<file path="src/hdl/rs485_de_pkg.sv">
// Constants and types shared by the RS485 driver-enable control block
package rs485_de_pkg;
  localparam logic [7:0]  CFG_OFFS       = 8'h00;
  localparam logic [7:0]  PRE_OFFS       = 8'h04;
  localparam logic [7:0]  POST_OFFS      = 8'h08;
  localparam logic [7:0]  TXDATA_OFFS    = 8'h0C;
  localparam logic [7:0]  RXDATA_OFFS    = 8'h10;
  localparam logic [7:0]  STATUS_OFFS    = 8'h14;
  localparam int          EN_BIT         = 0;
  localparam int          ON_SEND_BIT    = 1;
  localparam int          AFTER_SEND_BIT = 2;
  localparam int          FULL_DUP_BIT   = 4;
  localparam int          RXVALID_BIT    = 8;
  localparam logic [7:0]  CFG_RESET      = 8'h03;
  localparam logic [7:0]  CFG_MASK       = 8'h17;
  localparam logic [15:0] DELAY_RESET    = 16'h0000;
  localparam int          MS_TIME_NS     = 1000000;
  localparam int          CLK_PERIOD_NS  = 5;
  localparam int          MS_CYCLES      = MS_TIME_NS / CLK_PERIOD_NS;
  localparam logic [1:0]  SYNC_SETTLE    = 2'h2;
  localparam int          FIFO_DEPTH     = 8;
  localparam int          DATA_W         = 8;

  typedef enum logic [1:0] {
    ST_IDLE = 2'b00,
    ST_PRE  = 2'b01,
    ST_SEND = 2'b10,
    ST_POST = 2'b11
  } de_state_t;
endpackage

</file>
<file path="src/hdl/rs485_driver_enable_control.sv">
// RS485 driver-enable sequencer with Avalon-MM registers and transmit FIFO
`timescale 1ns/10ps

module rs485_tx_fifo #(
  parameter int WIDTH = 8,
  parameter int DEPTH = 8
) (
  input  wire logic             clk,
  input  wire logic             rst_n,
  input  wire logic             inValid,
  output logic                  inReady,
  input  wire logic [WIDTH-1:0] inData,
  output logic                  outValid,
  input  wire logic             outReady,
  output logic [WIDTH-1:0]      outData
);
  localparam int AW = $clog2(DEPTH);
  typedef struct packed {
    logic [DEPTH-1:0][WIDTH-1:0] mem;
    logic [AW:0]                 wrPtr;
    logic [AW:0]                 rdPtr;
  } fifo_state_t;
  fifo_state_t st_ff;
  fifo_state_t nxt_st;
  logic        full;
  logic        empty;

  assign empty    = st_ff.wrPtr == st_ff.rdPtr;
  assign full     = (st_ff.wrPtr[AW-1:0] == st_ff.rdPtr[AW-1:0]) && (st_ff.wrPtr[AW] != st_ff.rdPtr[AW]);
  assign inReady  = !full;
  assign outValid = !empty;
  assign outData  = st_ff.mem[st_ff.rdPtr[AW-1:0]];

  always_comb begin
    nxt_st = st_ff;
    if (inValid && !full) begin
      nxt_st.mem[st_ff.wrPtr[AW-1:0]] = inData;
      nxt_st.wrPtr = st_ff.wrPtr + 1'b1;
    end
    if (outReady && !empty) begin
      nxt_st.rdPtr = st_ff.rdPtr + 1'b1;
    end
  end

  always_ff @(posedge clk or negedge rst_n) begin
    if (!rst_n) begin
      st_ff <= '0;
    end else begin
      st_ff <= nxt_st;
    end
  end
endmodule // rs485_tx_fifo

////////////////////////////////////////////////////////////////////////////////

// What this block does
// - Line options are one word: bit0 enable, bits1-2 DE levels, bit4 duplex.
// - Outside sending, DE equals the idle-level option; default low.
// - Receive-while-sending option set gives full duplex; 0x13 is an example.
// - Wait the pre-send delay in milliseconds after raising DE; default zero.
// - Hold DE in sending state for the post-send delay in ms; default zero.
// - Interface switch OFF at power-up brings RS485 up active with defaults.
// - An RS485-active port is never usable as the system console.
module rs485_driver_enable_control #(
  parameter int MS_CYCLES = rs485_de_pkg::MS_CYCLES
) (
  input  wire logic        clk,
  input  wire logic        rst_n,
  input  wire logic [7:0]  address,
  input  wire logic        read,
  input  wire logic        write,
  input  wire logic [3:0]  byteenable,
  input  wire logic [31:0] writedata,
  output logic [31:0]      readdata,
  output logic             waitrequest,
  output logic             txValid,
  output logic [7:0]       txData,
  input  wire logic        txReady,
  input  wire logic        txBusy,
  input  wire logic        rxInValid,
  input  wire logic [7:0]  rxInData,
  input  wire logic        interfaceSelectSwitch,
  output logic             deOut,
  output logic             rs485Active,
  output logic             consoleAllowed
);
  typedef struct packed {
    rs485_de_pkg::de_state_t state;
    logic [7:0]              cfg;
    logic [15:0]             preDelay;
    logic [15:0]             postDelay;
    logic                    waitReq;
    logic [31:0]             rdData;
    logic [17:0]             tickCnt;
    logic [15:0]             msCnt;
    logic                    txValid;
    logic [7:0]              txData;
    logic                    rxValid;
    logic [7:0]              rxData;
    logic                    de;
    logic                    active;
    logic                    console;
    logic                    swMeta;
    logic                    swSync;
    logic [1:0]              settle;
    logic                    swDone;
    logic                    swOn;
  } top_state_t;

  top_state_t st_ff;
  top_state_t nxt_st;
  logic       fifoInReady;
  logic       fifoOutValid;
  logic [7:0] fifoOutData;
  logic       fifoPop;
  logic       wrTxData;
  logic       accept;

  function automatic logic [15:0] merge16(input logic [15:0] old, input logic [31:0] wd, input logic [3:0] be);
    merge16 = {be[1] ? wd[15:8] : old[15:8], be[0] ? wd[7:0] : old[7:0]};
  endfunction

  // Delay reached once the whole-ms count meets the programmed value
  function automatic logic msDone(input logic [15:0] cnt, input logic [15:0] lim);
    msDone = cnt >= lim;
  endfunction

  // A full FIFO holds off the bus, so the master stalls instead of losing bytes
  assign accept   = write && !st_ff.waitReq;
  assign wrTxData = accept && address == rs485_de_pkg::TXDATA_OFFS && byteenable[0];

  rs485_tx_fifo #(
    .WIDTH (rs485_de_pkg::DATA_W),
    .DEPTH (rs485_de_pkg::FIFO_DEPTH)
  ) rs485_tx_fifo_inst (
    .clk      (clk),
    .rst_n    (rst_n),
    .inValid  (wrTxData),
    .inReady  (fifoInReady),
    .inData   (writedata[7:0]),
    .outValid (fifoOutValid),
    .outReady (fifoPop),
    .outData  (fifoOutData)
  );

  assign fifoPop = st_ff.state == rs485_de_pkg::ST_SEND && (!st_ff.txValid || txReady);

  always_comb begin
    nxt_st = st_ff;
    // Switch passes two flops before the capture reads it
    nxt_st.swMeta = interfaceSelectSwitch;
    nxt_st.swSync = st_ff.swMeta;
    if (st_ff.settle != rs485_de_pkg::SYNC_SETTLE) begin
      nxt_st.settle = st_ff.settle + 2'h1;
    end else if (!st_ff.swDone) begin
      nxt_st.swDone = 1'b1;
      nxt_st.swOn   = st_ff.swSync;
    end

    // Bus: one wait cycle, more while a TXDATA write finds the FIFO full, then waitrequest low for exactly the taking edge
    nxt_st.waitReq = 1'b1;
    if ((read || write) && st_ff.waitReq && !(write && address == rs485_de_pkg::TXDATA_OFFS && !fifoInReady)) begin
      nxt_st.waitReq = 1'b0;
      unique case (address)
        rs485_de_pkg::CFG_OFFS:    nxt_st.rdData = {24'h00_0000, st_ff.cfg};
        rs485_de_pkg::PRE_OFFS:    nxt_st.rdData = {16'h0000, st_ff.preDelay};
        rs485_de_pkg::POST_OFFS:   nxt_st.rdData = {16'h0000, st_ff.postDelay};
        rs485_de_pkg::RXDATA_OFFS: nxt_st.rdData = {23'h00_0000, st_ff.rxValid, st_ff.rxData};
        rs485_de_pkg::STATUS_OFFS: nxt_st.rdData = {25'h00_0000, !fifoInReady, fifoOutValid,
                                                    st_ff.console, st_ff.active, st_ff.state, st_ff.de};
        default:                   nxt_st.rdData = 32'h0000_0000;
      endcase
    end
    if (accept && address == rs485_de_pkg::CFG_OFFS && byteenable[0]) begin
      nxt_st.cfg = writedata[7:0] & rs485_de_pkg::CFG_MASK;
    end
    if (accept && address == rs485_de_pkg::PRE_OFFS) begin
      nxt_st.preDelay = merge16(st_ff.preDelay, writedata, byteenable);
    end
    if (accept && address == rs485_de_pkg::POST_OFFS) begin
      nxt_st.postDelay = merge16(st_ff.postDelay, writedata, byteenable);
    end
    if (read && !st_ff.waitReq && address == rs485_de_pkg::RXDATA_OFFS) begin
      nxt_st.rxValid = 1'b0;
    end
    // Received byte dropped in half duplex while DE is in sending state; set wins over the read clear
    if (rxInValid && (st_ff.cfg[rs485_de_pkg::FULL_DUP_BIT] || !st_ff.active
        || st_ff.state == rs485_de_pkg::ST_IDLE)) begin
      nxt_st.rxValid = 1'b1;
      nxt_st.rxData  = rxInData;
    end

    // Millisecond timebase, restarted on each state change
    if (st_ff.tickCnt == 18'(MS_CYCLES - 1)) begin
      nxt_st.tickCnt = 18'h0_0000;
      nxt_st.msCnt   = (st_ff.msCnt == 16'hFFFF) ? st_ff.msCnt : st_ff.msCnt + 16'h0001;
    end else begin
      nxt_st.tickCnt = st_ff.tickCnt + 18'h0_0001;
    end

    if (fifoPop) begin
      nxt_st.txValid = fifoOutValid;
      nxt_st.txData  = fifoOutData;
    end
    // Delays apply only with RS485 active; a plain port sends at once
    unique case (st_ff.state)
      rs485_de_pkg::ST_IDLE: begin
        if (fifoOutValid) begin
          nxt_st.state = rs485_de_pkg::ST_PRE;
        end
      end
      rs485_de_pkg::ST_PRE: begin
        if (!st_ff.active || msDone(st_ff.msCnt, st_ff.preDelay)) begin
          nxt_st.state = rs485_de_pkg::ST_SEND;
        end
      end
      rs485_de_pkg::ST_SEND: begin
        // Busy rises only after the UART takes a byte, so the held txValid must be low as well as txBusy
        if (!fifoOutValid && !st_ff.txValid && !txBusy) begin
          nxt_st.state = rs485_de_pkg::ST_POST;
        end
      end
      rs485_de_pkg::ST_POST: begin
        if (fifoOutValid) begin
          nxt_st.state = rs485_de_pkg::ST_SEND;
        end else if (!st_ff.active || msDone(st_ff.msCnt, st_ff.postDelay)) begin
          nxt_st.state = rs485_de_pkg::ST_IDLE;
        end
      end
    endcase
    if (nxt_st.state != st_ff.state) begin
      nxt_st.tickCnt = 18'h0_0000;
      nxt_st.msCnt   = 16'h0000;
    end

    nxt_st.active  = nxt_st.cfg[rs485_de_pkg::EN_BIT] && nxt_st.swDone && !nxt_st.swOn;
    nxt_st.console = !nxt_st.active;
    if (!nxt_st.active) begin
      nxt_st.de = 1'b0;
    end else if (nxt_st.state == rs485_de_pkg::ST_IDLE) begin
      nxt_st.de = nxt_st.cfg[rs485_de_pkg::AFTER_SEND_BIT];
    end else begin
      nxt_st.de = nxt_st.cfg[rs485_de_pkg::ON_SEND_BIT];
    end
  end

  always_ff @(posedge clk or negedge rst_n) begin
    if (!rst_n) begin
      st_ff           <= '0;
      st_ff.state     <= rs485_de_pkg::ST_IDLE;
      st_ff.cfg       <= rs485_de_pkg::CFG_RESET;
      st_ff.preDelay  <= rs485_de_pkg::DELAY_RESET;
      st_ff.postDelay <= rs485_de_pkg::DELAY_RESET;
      st_ff.waitReq   <= 1'b1;
      st_ff.console   <= 1'b1;
    end else begin
      st_ff <= nxt_st;
    end
  end

  assign readdata       = st_ff.rdData;
  assign waitrequest    = st_ff.waitReq;
  assign txValid        = st_ff.txValid;
  assign txData         = st_ff.txData;
  assign deOut          = st_ff.de;
  assign rs485Active    = st_ff.active;
  assign consoleAllowed = st_ff.console;

  ////////////////////////////////////////////////////////////////////////////////

  a_cfg_write: assert property (@(posedge clk) disable iff (!rst_n)
    accept && address == rs485_de_pkg::CFG_OFFS && byteenable[0]
    |=> st_ff.cfg == ($past(writedata[7:0]) & rs485_de_pkg::CFG_MASK))
    else $error("Option word not stored");
  a_de_sending: assert property (@(posedge clk) disable iff (!rst_n)
    st_ff.active && st_ff.state == rs485_de_pkg::ST_SEND |-> deOut == st_ff.cfg[rs485_de_pkg::ON_SEND_BIT])
    else $error("DE wrong while sending");
  a_de_idle: assert property (@(posedge clk) disable iff (!rst_n)
    st_ff.active && st_ff.state == rs485_de_pkg::ST_IDLE |-> deOut == st_ff.cfg[rs485_de_pkg::AFTER_SEND_BIT])
    else $error("DE wrong while idle");
  a_rx_full_dup: assert property (@(posedge clk) disable iff (!rst_n)
    rxInValid && st_ff.cfg[rs485_de_pkg::FULL_DUP_BIT] |=> st_ff.rxValid && st_ff.rxData == $past(rxInData))
    else $error("Full duplex byte lost");
  a_pre_wait: assert property (@(posedge clk) disable iff (!rst_n)
    st_ff.active && st_ff.state == rs485_de_pkg::ST_PRE && st_ff.msCnt < st_ff.preDelay
    |=> st_ff.state != rs485_de_pkg::ST_SEND)
    else $error("Sending began before pre delay");
  a_post_hold: assert property (@(posedge clk) disable iff (!rst_n)
    st_ff.active && st_ff.state == rs485_de_pkg::ST_POST && st_ff.msCnt < st_ff.postDelay
    |=> st_ff.state != rs485_de_pkg::ST_IDLE)
    else $error("DE released before post delay");
  a_switch_off: assert property (@(posedge clk) disable iff (!rst_n)
    st_ff.swDone && !st_ff.swOn |-> rs485Active == st_ff.cfg[rs485_de_pkg::EN_BIT])
    else $error("RS485 not active with switch off");
  a_no_console: assert property (@(posedge clk) disable iff (!rst_n)
    rs485Active |-> !consoleAllowed)
    else $error("Console allowed with RS485 active");
  a_echo_block: assert property (@(posedge clk) disable iff (!rst_n)
    rxInValid && st_ff.active && !st_ff.cfg[rs485_de_pkg::FULL_DUP_BIT] && st_ff.state != rs485_de_pkg::ST_IDLE
    |=> $stable(st_ff.rxData))
    else $error("Own echo received in half duplex");
endmodule // rs485_driver_enable_control
</file>
<file path="config.mk">
export PLATFORM = sky130hd
export DESIGN_NAME = rs485_driver_enable_control
export DESIGN_NICKNAME = d
export VERILOG_FILES = /design/src/hdl/rs485_de_pkg.sv /design/src/hdl/rs485_driver_enable_control.sv
export SDC_FILE = /design/constraint.sdc
export NUM_CORES = 1
export LEC_CHECK = 0
export BUFFER_PORTS_ARGS = -buffer_cell sky130_fd_sc_hd__clkbuf_2
export CAP_MARGIN = 15
export CORE_UTILIZATION = 58
export CTS_CLUSTER_DIAMETER = 100
export DETAILED_ROUTE_END_ITERATION = 8
export PLACE_DENSITY = 0.79
export SLEW_MARGIN = 20
export SYNTH_ARGS = -nofsm -noshare
export SYNTH_HDL_FRONTEND = slang
export SYNTH_SLANG_ARGS = --single-unit
</file>
<file path="constraint.sdc">
create_clock -name clk -period 6.42 [get_ports clk]
set_input_delay 0.642 -clock clk [delete_from_list [all_inputs] [get_ports clk]]
set_output_delay 0.642 -clock clk [all_outputs]
set_load 0.005 [all_outputs]
</file>
==> flow_metrics.env, run 1 <==
export IMPL_status="finished, final reports clean"
export IMPL_cts_path_max_buffers=2
export IMPL_finalSetupViolations=0
export IMPL_hold_viol=0
export IMPL_ios=105
export IMPL_placeableCoreArea_mm2=0.01612
export IMPL_cts_htree_levels=4
export IMPL_root_buffer="clkbuf_16"
export IMPL_ant_nets=0
export IMPL_start_util=0.6030
export IMPL_first_pass_iters=5
export IMPL_maxCapViolCount=0
export IMPL_die_w_um=131.4
export IMPL_crit_path_end_kind="register"
export IMPL_fp_row_count=46
export IMPL_synth_edf_count=0
export IMPL_grt_pass1_wl_mm=33.44
export IMPL_io_buffers=70
export IMPL_setup_tns_ns=0
export IMPL_ff2ff_path_depth=6
export IMPL_hpwl_mm=13.77
export IMPL_postCtsSetupBuffers=0
export IMPL_grt_pass1_vias=6496
export IMPL_diodes=0
export IMPL_synth_area_top_cells="dfrtp_1 (47%), mux2_2 (8.9%), ha_1 (4.8%), mux4_2 (3.7%), buf_4 (3.2%)"
export IMPL_grt_max_degree=123
export IMPL_crit_chain="xor2_1 -> nor3_1 -> and2_1 -> nand3b_4 -> or4b_1 -> mux2_4"
export IMPL_synth_ff_type="dfrtp_1"
export IMPL_criticalPathCategory="register to register"
export IMPL_track_usage=0.2475
export IMPL_avgRoutedWirePerCell_um=18.02
export IMPL_nFillCells=1214
export IMPL_cpPeakStageDelay_ns=0.94
export IMPL_reg2reg_slack_ns=3.38
export IMPL_antenna_found_initial=1
export IMPL_period_share=0.4728
export IMPL_ys_types=71
export IMPL_syn_area_per_cell_um2=11.34
export IMPL_slew_violations=0
export IMPL_ys_ff_latch=188
export IMPL_rsz0062_at_grt="no"
export IMPL_p_leak_nw=5.180
export IMPL_holdBufCountCts=0
export IMPL_mostFrequentLayoutCells="dfrtp_1 (184), mux2_2 (77), nand2_1 (73)"
export IMPL_clock_latency_ns=0.43
export IMPL_slew_headroom=0.3408
export IMPL_cts_sinks=188
export IMPL_clk_pin_slew_ns=0.07
export IMPL_worstPathRequired_ns=6.73
export IMPL_slowest_stage="dfrtp_1"
export IMPL_cp_top_family="simple AND/OR/NAND/NOR gates"
export IMPL_synth_top_area_frac=0.4738
export IMPL_cp_start_kind="register"
export IMPL_synthToLayoutAreaGrowth_pct=8.369
export IMPL_hold_path_class="primary input to async pin"
export IMPL_synth_seq_area_share=0.4846
export IMPL_fin_crit_ns=3.035
export IMPL_layout_commonest_cell="dfrtp_1"
export IMPL_syn_inst=857
export IMPL_async_reset_ff_frac=1.000
export IMPL_power_density_mw_per_mm2=266.9
export IMPL_post_cts_resized=0
export IMPL_die_h_um=131.4
export IMPL_nNetsFinal=980
export IMPL_vdd_drop_max_mv=0.2030
export IMPL_r2r_start="rs485_tx_fifo_inst.st_ff[1]"
export IMPL_cp_arrival_ns=3.35
export IMPL_yosysWarnings=0
export IMPL_r2r_end="rs485_tx_fifo_inst.st_ff[27]"
export IMPL_drc_errors=0
export IMPL_wl_mm=20.02
export IMPL_layout_drive_gt1_share=0.2615
export IMPL_path_max_fanout=20
export IMPL_dieArea_mm2=0.01728
export IMPL_tightest_slew_ns=0.9888
export IMPL_p_total_mw=2.810
export IMPL_num_vias=6493
export IMPL_yosysTopAreaCell="dfrtp_1"
export IMPL_numCtsBuffers=17
export IMPL_drt_initial_drc_count=476
export IMPL_grt_overflow=0
export IMPL_place_congestion=0.7919
export IMPL_syn_area_mm2=0.009718
export IMPL_skew_ns=0.01082
export IMPL_viasPerCell=5.844
export IMPL_critPathBufInv=0
export IMPL_cts_tree="yes"
export IMPL_fmax_ghz=0.3295
-- kinds of logic (layout without fill, tap and decap cells) --
kind of cell	after synthesis	count (layout)	share of synthesized area
other	1	16	0.0003859
xor gates and xnor gates	42	42	0.03785
adders and majority gates	37	37	0.04764
DFF	188	188	0.4846
AOI/OAI and AO/OA	112	112	0.07275
buffers and inverters	123	146	0.06528
and+or+nand+nor	229	229	0.1240
muxes	125	125	0.1675
-- through the flow --
step	instances	hold WS (ns)	setup slack (ns)	util	cell area (um2)
final	1111	0.2944	3.385	0.6535	10530
after global placement	1080	0.3358	3.282	0.6181	9961
after global routing	1111	0.3119	3.238	0.6535	10530
after detailed placement	1080	0.3379	3.277	0.6181	9961
after floorplan	872	0.3312	3.683	-	9774
after CTS	1111	0.3051	3.394	0.6533	10530
-- worst max path at each step --
stage	from	endpoint	slack, ns	depth (start not counted)
5_1_grt	rs485_tx_fifo_inst.st_ff[1]	st_ff[59]	3.24	7
4_1_cts	rs485_tx_fifo_inst.st_ff[1]	rs485_tx_fifo_inst.st_ff[27]	3.39	6
3_3_place_gp	address[1]	rs485_tx_fifo_inst.st_ff[25]	3.28	7
6_report	rs485_tx_fifo_inst.st_ff[1]	rs485_tx_fifo_inst.st_ff[27]	3.38	6
2_1_floorplan	address[1]	rs485_tx_fifo_inst.st_ff[40]	3.68	7
3_5_place_dp	address[1]	rs485_tx_fifo_inst.st_ff[24]	3.28	7
-- per-layer routing --
layer | global-route usage | vias to the layer above | part of all wire
met3 | 0.05093 | 34 | 0.046
met5 | 0 | - | 0
met1 | 0.3398 | 3263 | 0.46
met2 | 0.3871 | 191 | 0.47
li1 | - | 3005 | -
met4 | 0.09561 | 0 | 0.023
-- worst reg2reg max path, delay by kind of cell (launching register included) --
family,cells,cell delay (ns)
xor+xnor,1,0.27
flops,1,0.94
simple gates,4,1.30
mux,1,0.41
-- final cells by class --
type / count / area (um2) / area share
Timing Repair Buffer: 73 / 381.6 / 0.03624
Multi-Input combinational cell: 561 / 4446 / 0.4221
Sequential cell: 188 / 4710 / 0.4472
Clock buffer: 20 / 456.7 / 0.04336
Inverter: 42 / 157.7 / 0.01497
Clock inverter: 11 / 110.1 / 0.01046
Tap cell: 216 / 270.3 / 0.02566
-- flip-flops by register name (all words and copies together) (netlist names) --
name / count
st_ff: 86
rs485_tx_fifo_inst.st_ff: 72
readdata: 16
txData: 8
consoleAllowed: 1
deOut: 1
nxt_st: 1
rs485Active: 1
txValid: 1
waitrequest: 1
-- synth_stat cells (2+ instances only) --
library cell and count:
a22o_1 2, nand3b_1 4, buf_2 6, a21oi_1 18
mux2i_1 16, and2_1 5, xor2_1 13, nor3_1 14
o21ai_0 47, dfrtp_1 184, a221oi_1 5, nand3_1 13
and3_1 11, o2111ai_1 2, a222oi_1 2, ha_1 37
o2bb2ai_1 4, buf_1 7, xnor2_1 29, a211oi_1 8
mux2_2 77, dfstp_2 4, mux4_2 16, nand2_1 73
buf_4 42, nand4b_2 3, nor4_1 2, mux2_4 16
and4b_1 2, nor2b_1 5, and3b_1 2, clkbuf_1 25
inv_1 42, o21ai_1 2, nand2b_1 5, nor3b_1 3
nor2_1 58, a22oi_1 7, or2_2 2, nand4_1 11
a31oi_1 3
-- report_power, final --
| group | internal, mW | total [mW] | switching (mW) |
|---|---|---|---|
| combinational | 0.182 | 0.441 | 0.260 |
| clock | 0.559 | 1.01 | 0.453 |
| sequential | 1.26 | 1.36 | 0.101 |
| total | 2.00 | 2.81 | 0.813 |
Note: power is estimated with default switching activity, not from simulation.
==> run 2: changes to the inputs <==
==> constraint.sdc (replaced) <==
create_clock -name clk -period 2.9 [get_ports clk]
set_input_delay 0.29 -clock clk [delete_from_list [all_inputs] [get_ports clk]]
set_output_delay 0.29 -clock clk [all_outputs]
set_load 0.005 [all_outputs]
==> flow_metrics.env, run 2 (synthesis results as in run 1) <==
export IMPL_viasPerCell=5.824
export IMPL_maxCapViolCount=0
export IMPL_finalSetupViolations=0
export IMPL_ant_nets=0
export IMPL_fp_row_count=46
export IMPL_rsz0062_at_grt="no"
export IMPL_postCtsSetupBuffers=0
export IMPL_die_h_um=131.4
export IMPL_track_usage=0.2529
export IMPL_grt_pass1_vias=6572
export IMPL_placeableCoreArea_mm2=0.01612
export IMPL_cp_start_kind="register"
export IMPL_first_pass_iters=5
export IMPL_criticalPathCategory="register to register"
export IMPL_cts_htree_levels=4
export IMPL_holdCritStartpoint="writedata[14]"
export IMPL_nFillCells=1175
export IMPL_status="finished, final reports clean"
export IMPL_finish_instance_area_mm2=0.01071
export IMPL_dieArea_mm2=0.01728
export IMPL_antenna_found_initial=0
export IMPL_postPlaceCellArea_mm2=0.01011
export IMPL_place_congestion=0.8264
export IMPL_drc_errors=0
export IMPL_period_share=0.9068
export IMPL_setup_slack_ns=0.2702
export IMPL_worstPathRequired_ns=3.22
export IMPL_grt_max_degree=77
export IMPL_cp_arrival_ns=2.95
export IMPL_reg2reg_slack_ns=0.27
export IMPL_cts_path_max_buffers=2
export IMPL_io_buffers=70
export IMPL_root_buffer="clkbuf_16"
export IMPL_diodes=0
export IMPL_die_w_um=131.4
export IMPL_numCtsBuffers=17
export IMPL_mostFrequentLayoutCells="dfrtp_1 (184), mux2_2 (77), nand2_1 (73)"
export IMPL_synthToLayoutAreaGrowth_pct=10.25
export IMPL_r2r_end="rs485_tx_fifo_inst.st_ff[36]"
export IMPL_holdPathEnd="st_ff[108]"
export IMPL_skew_ns=0.01011
export IMPL_r2r_start="rs485_tx_fifo_inst.st_ff[4]"
export IMPL_slew_violations=0
export IMPL_hold_viol=0
export IMPL_tightest_slew_ns=0.8343
export IMPL_grt_pass1_wl_mm=34.05
export IMPL_dp_slack_ns=0.2127
export IMPL_power_density_mw_per_mm2=595.1
export IMPL_post_cts_resized=0
export IMPL_hpwl_mm=14.16
export IMPL_cts_sinks=188
export IMPL_cts_tree="yes"
export IMPL_avgRoutedWirePerCell_um=18.14
export IMPL_clk_pin_slew_ns=0.07
export IMPL_num_vias=6593
export IMPL_vdd_drop_max_mv=0.6357
export IMPL_layout_commonest_cell="dfrtp_1"
export IMPL_final_util=0.6648
export IMPL_ios=105
export IMPL_hold_path_class="primary input to register"
export IMPL_setup_tns_ns=0
export IMPL_largest_register_ffs=86
export IMPL_layout_drive_gt1_share=0.2751
export IMPL_fmax_ghz=0.3803
export IMPL_nNetsFinal=1000
export IMPL_drt_initial_drc_count=378
export IMPL_slew_headroom=0.4433
export IMPL_p_leak_nw=5.295
export IMPL_start_util=0.6030
export IMPL_grt_overflow=0
export IMPL_crit_path_end_kind="register"
export IMPL_p_total_mw=6.376
export IMPL_holdPathStages=3
export IMPL_clock_latency_ns=0.44
export IMPL_ff2ff_path_depth=6
export IMPL_holdBufCountCts=2
export IMPL_wl_mm=20.53
export IMPL_largest_register="st_ff"
export IMPL_path_max_fanout=11
export IMPL_fin_crit_ns=2.630
[run 2: cell types whose count changed in the layout (fill, tap and decap cells not counted), moves of 2 or more]
| cell | change |
|---|---|
| clkbuf_8 | -2 |
| dlygate4sd3_1 | +2 |
| clkinvlp_4 | -2 |
| buf_4 | +17 |
| inv_6 | +3 |
[run 2: final cells by class]
type                       count  area [um2]  area share
timing repair buffer          93       549.3     0.05127
tap                          216       270.3     0.02522
clock inverter                14       156.4     0.01460
sequential                   188        4710      0.4396
inverter                      42       157.7     0.01471
clock buffer                  18       429.2     0.04006
multi-input combinational    561        4442      0.4146
[run 2: worst max path at each step]
| stage | from | to | slack, ns | depth (start not counted) |
|---|---|---|---|---|
| CTS | rs485_tx_fifo_inst.st_ff[4] | rs485_tx_fifo_inst.st_ff[37] | 0.24 | 6 |
| finish | rs485_tx_fifo_inst.st_ff[4] | rs485_tx_fifo_inst.st_ff[36] | 0.27 | 6 |
| floorplan | address[1] | rs485_tx_fifo_inst.st_ff[40] | 0.52 | 7 |
| global route | rs485_tx_fifo_inst.st_ff[4] | rs485_tx_fifo_inst.st_ff[39] | 0.10 | 6 |
| detailed placement | address[1] | rs485_tx_fifo_inst.st_ff[70] | 0.21 | 7 |
| global placement | address[1] | rs485_tx_fifo_inst.st_ff[65] | 0.25 | 7 |
[run 2: power by group]
part	internal (mW)	total [mW]	switching (mW)
logic	0.438	1.11	0.674
registers	2.78	2.92	0.140
clock network	1.29	2.34	1.05
total	4.51	6.38	1.86
[run 2: per-stage QoR]
stage | hold slack [ns] | std cells
final | 0.07458 | 1132
after floorplan | -0.005591 | 872
after global routing | 0.06949 | 1132
after global placement | 0.3347 | 1098
after CTS | 0.06499 | 1132
after detailed placement | 0.3347 | 1098
[run 2: per-layer routing]
metal / GRT usage / share of wire
met1: 0.3376 / 0.45
met2: 0.4077 / 0.49
met3: 0.05208 / 0.042
met4: 0.09432 / 0.024
met5: 0 / 0
[run 2: critical path, stage by stage, from the launching register on]
cell	delay, ns
dfrtp_1	0.63
xor2_1	0.26
nor3_1	0.08
and2_1	0.21
and3b_1	0.50
nand4b_2	0.42
mux2_2	0.40
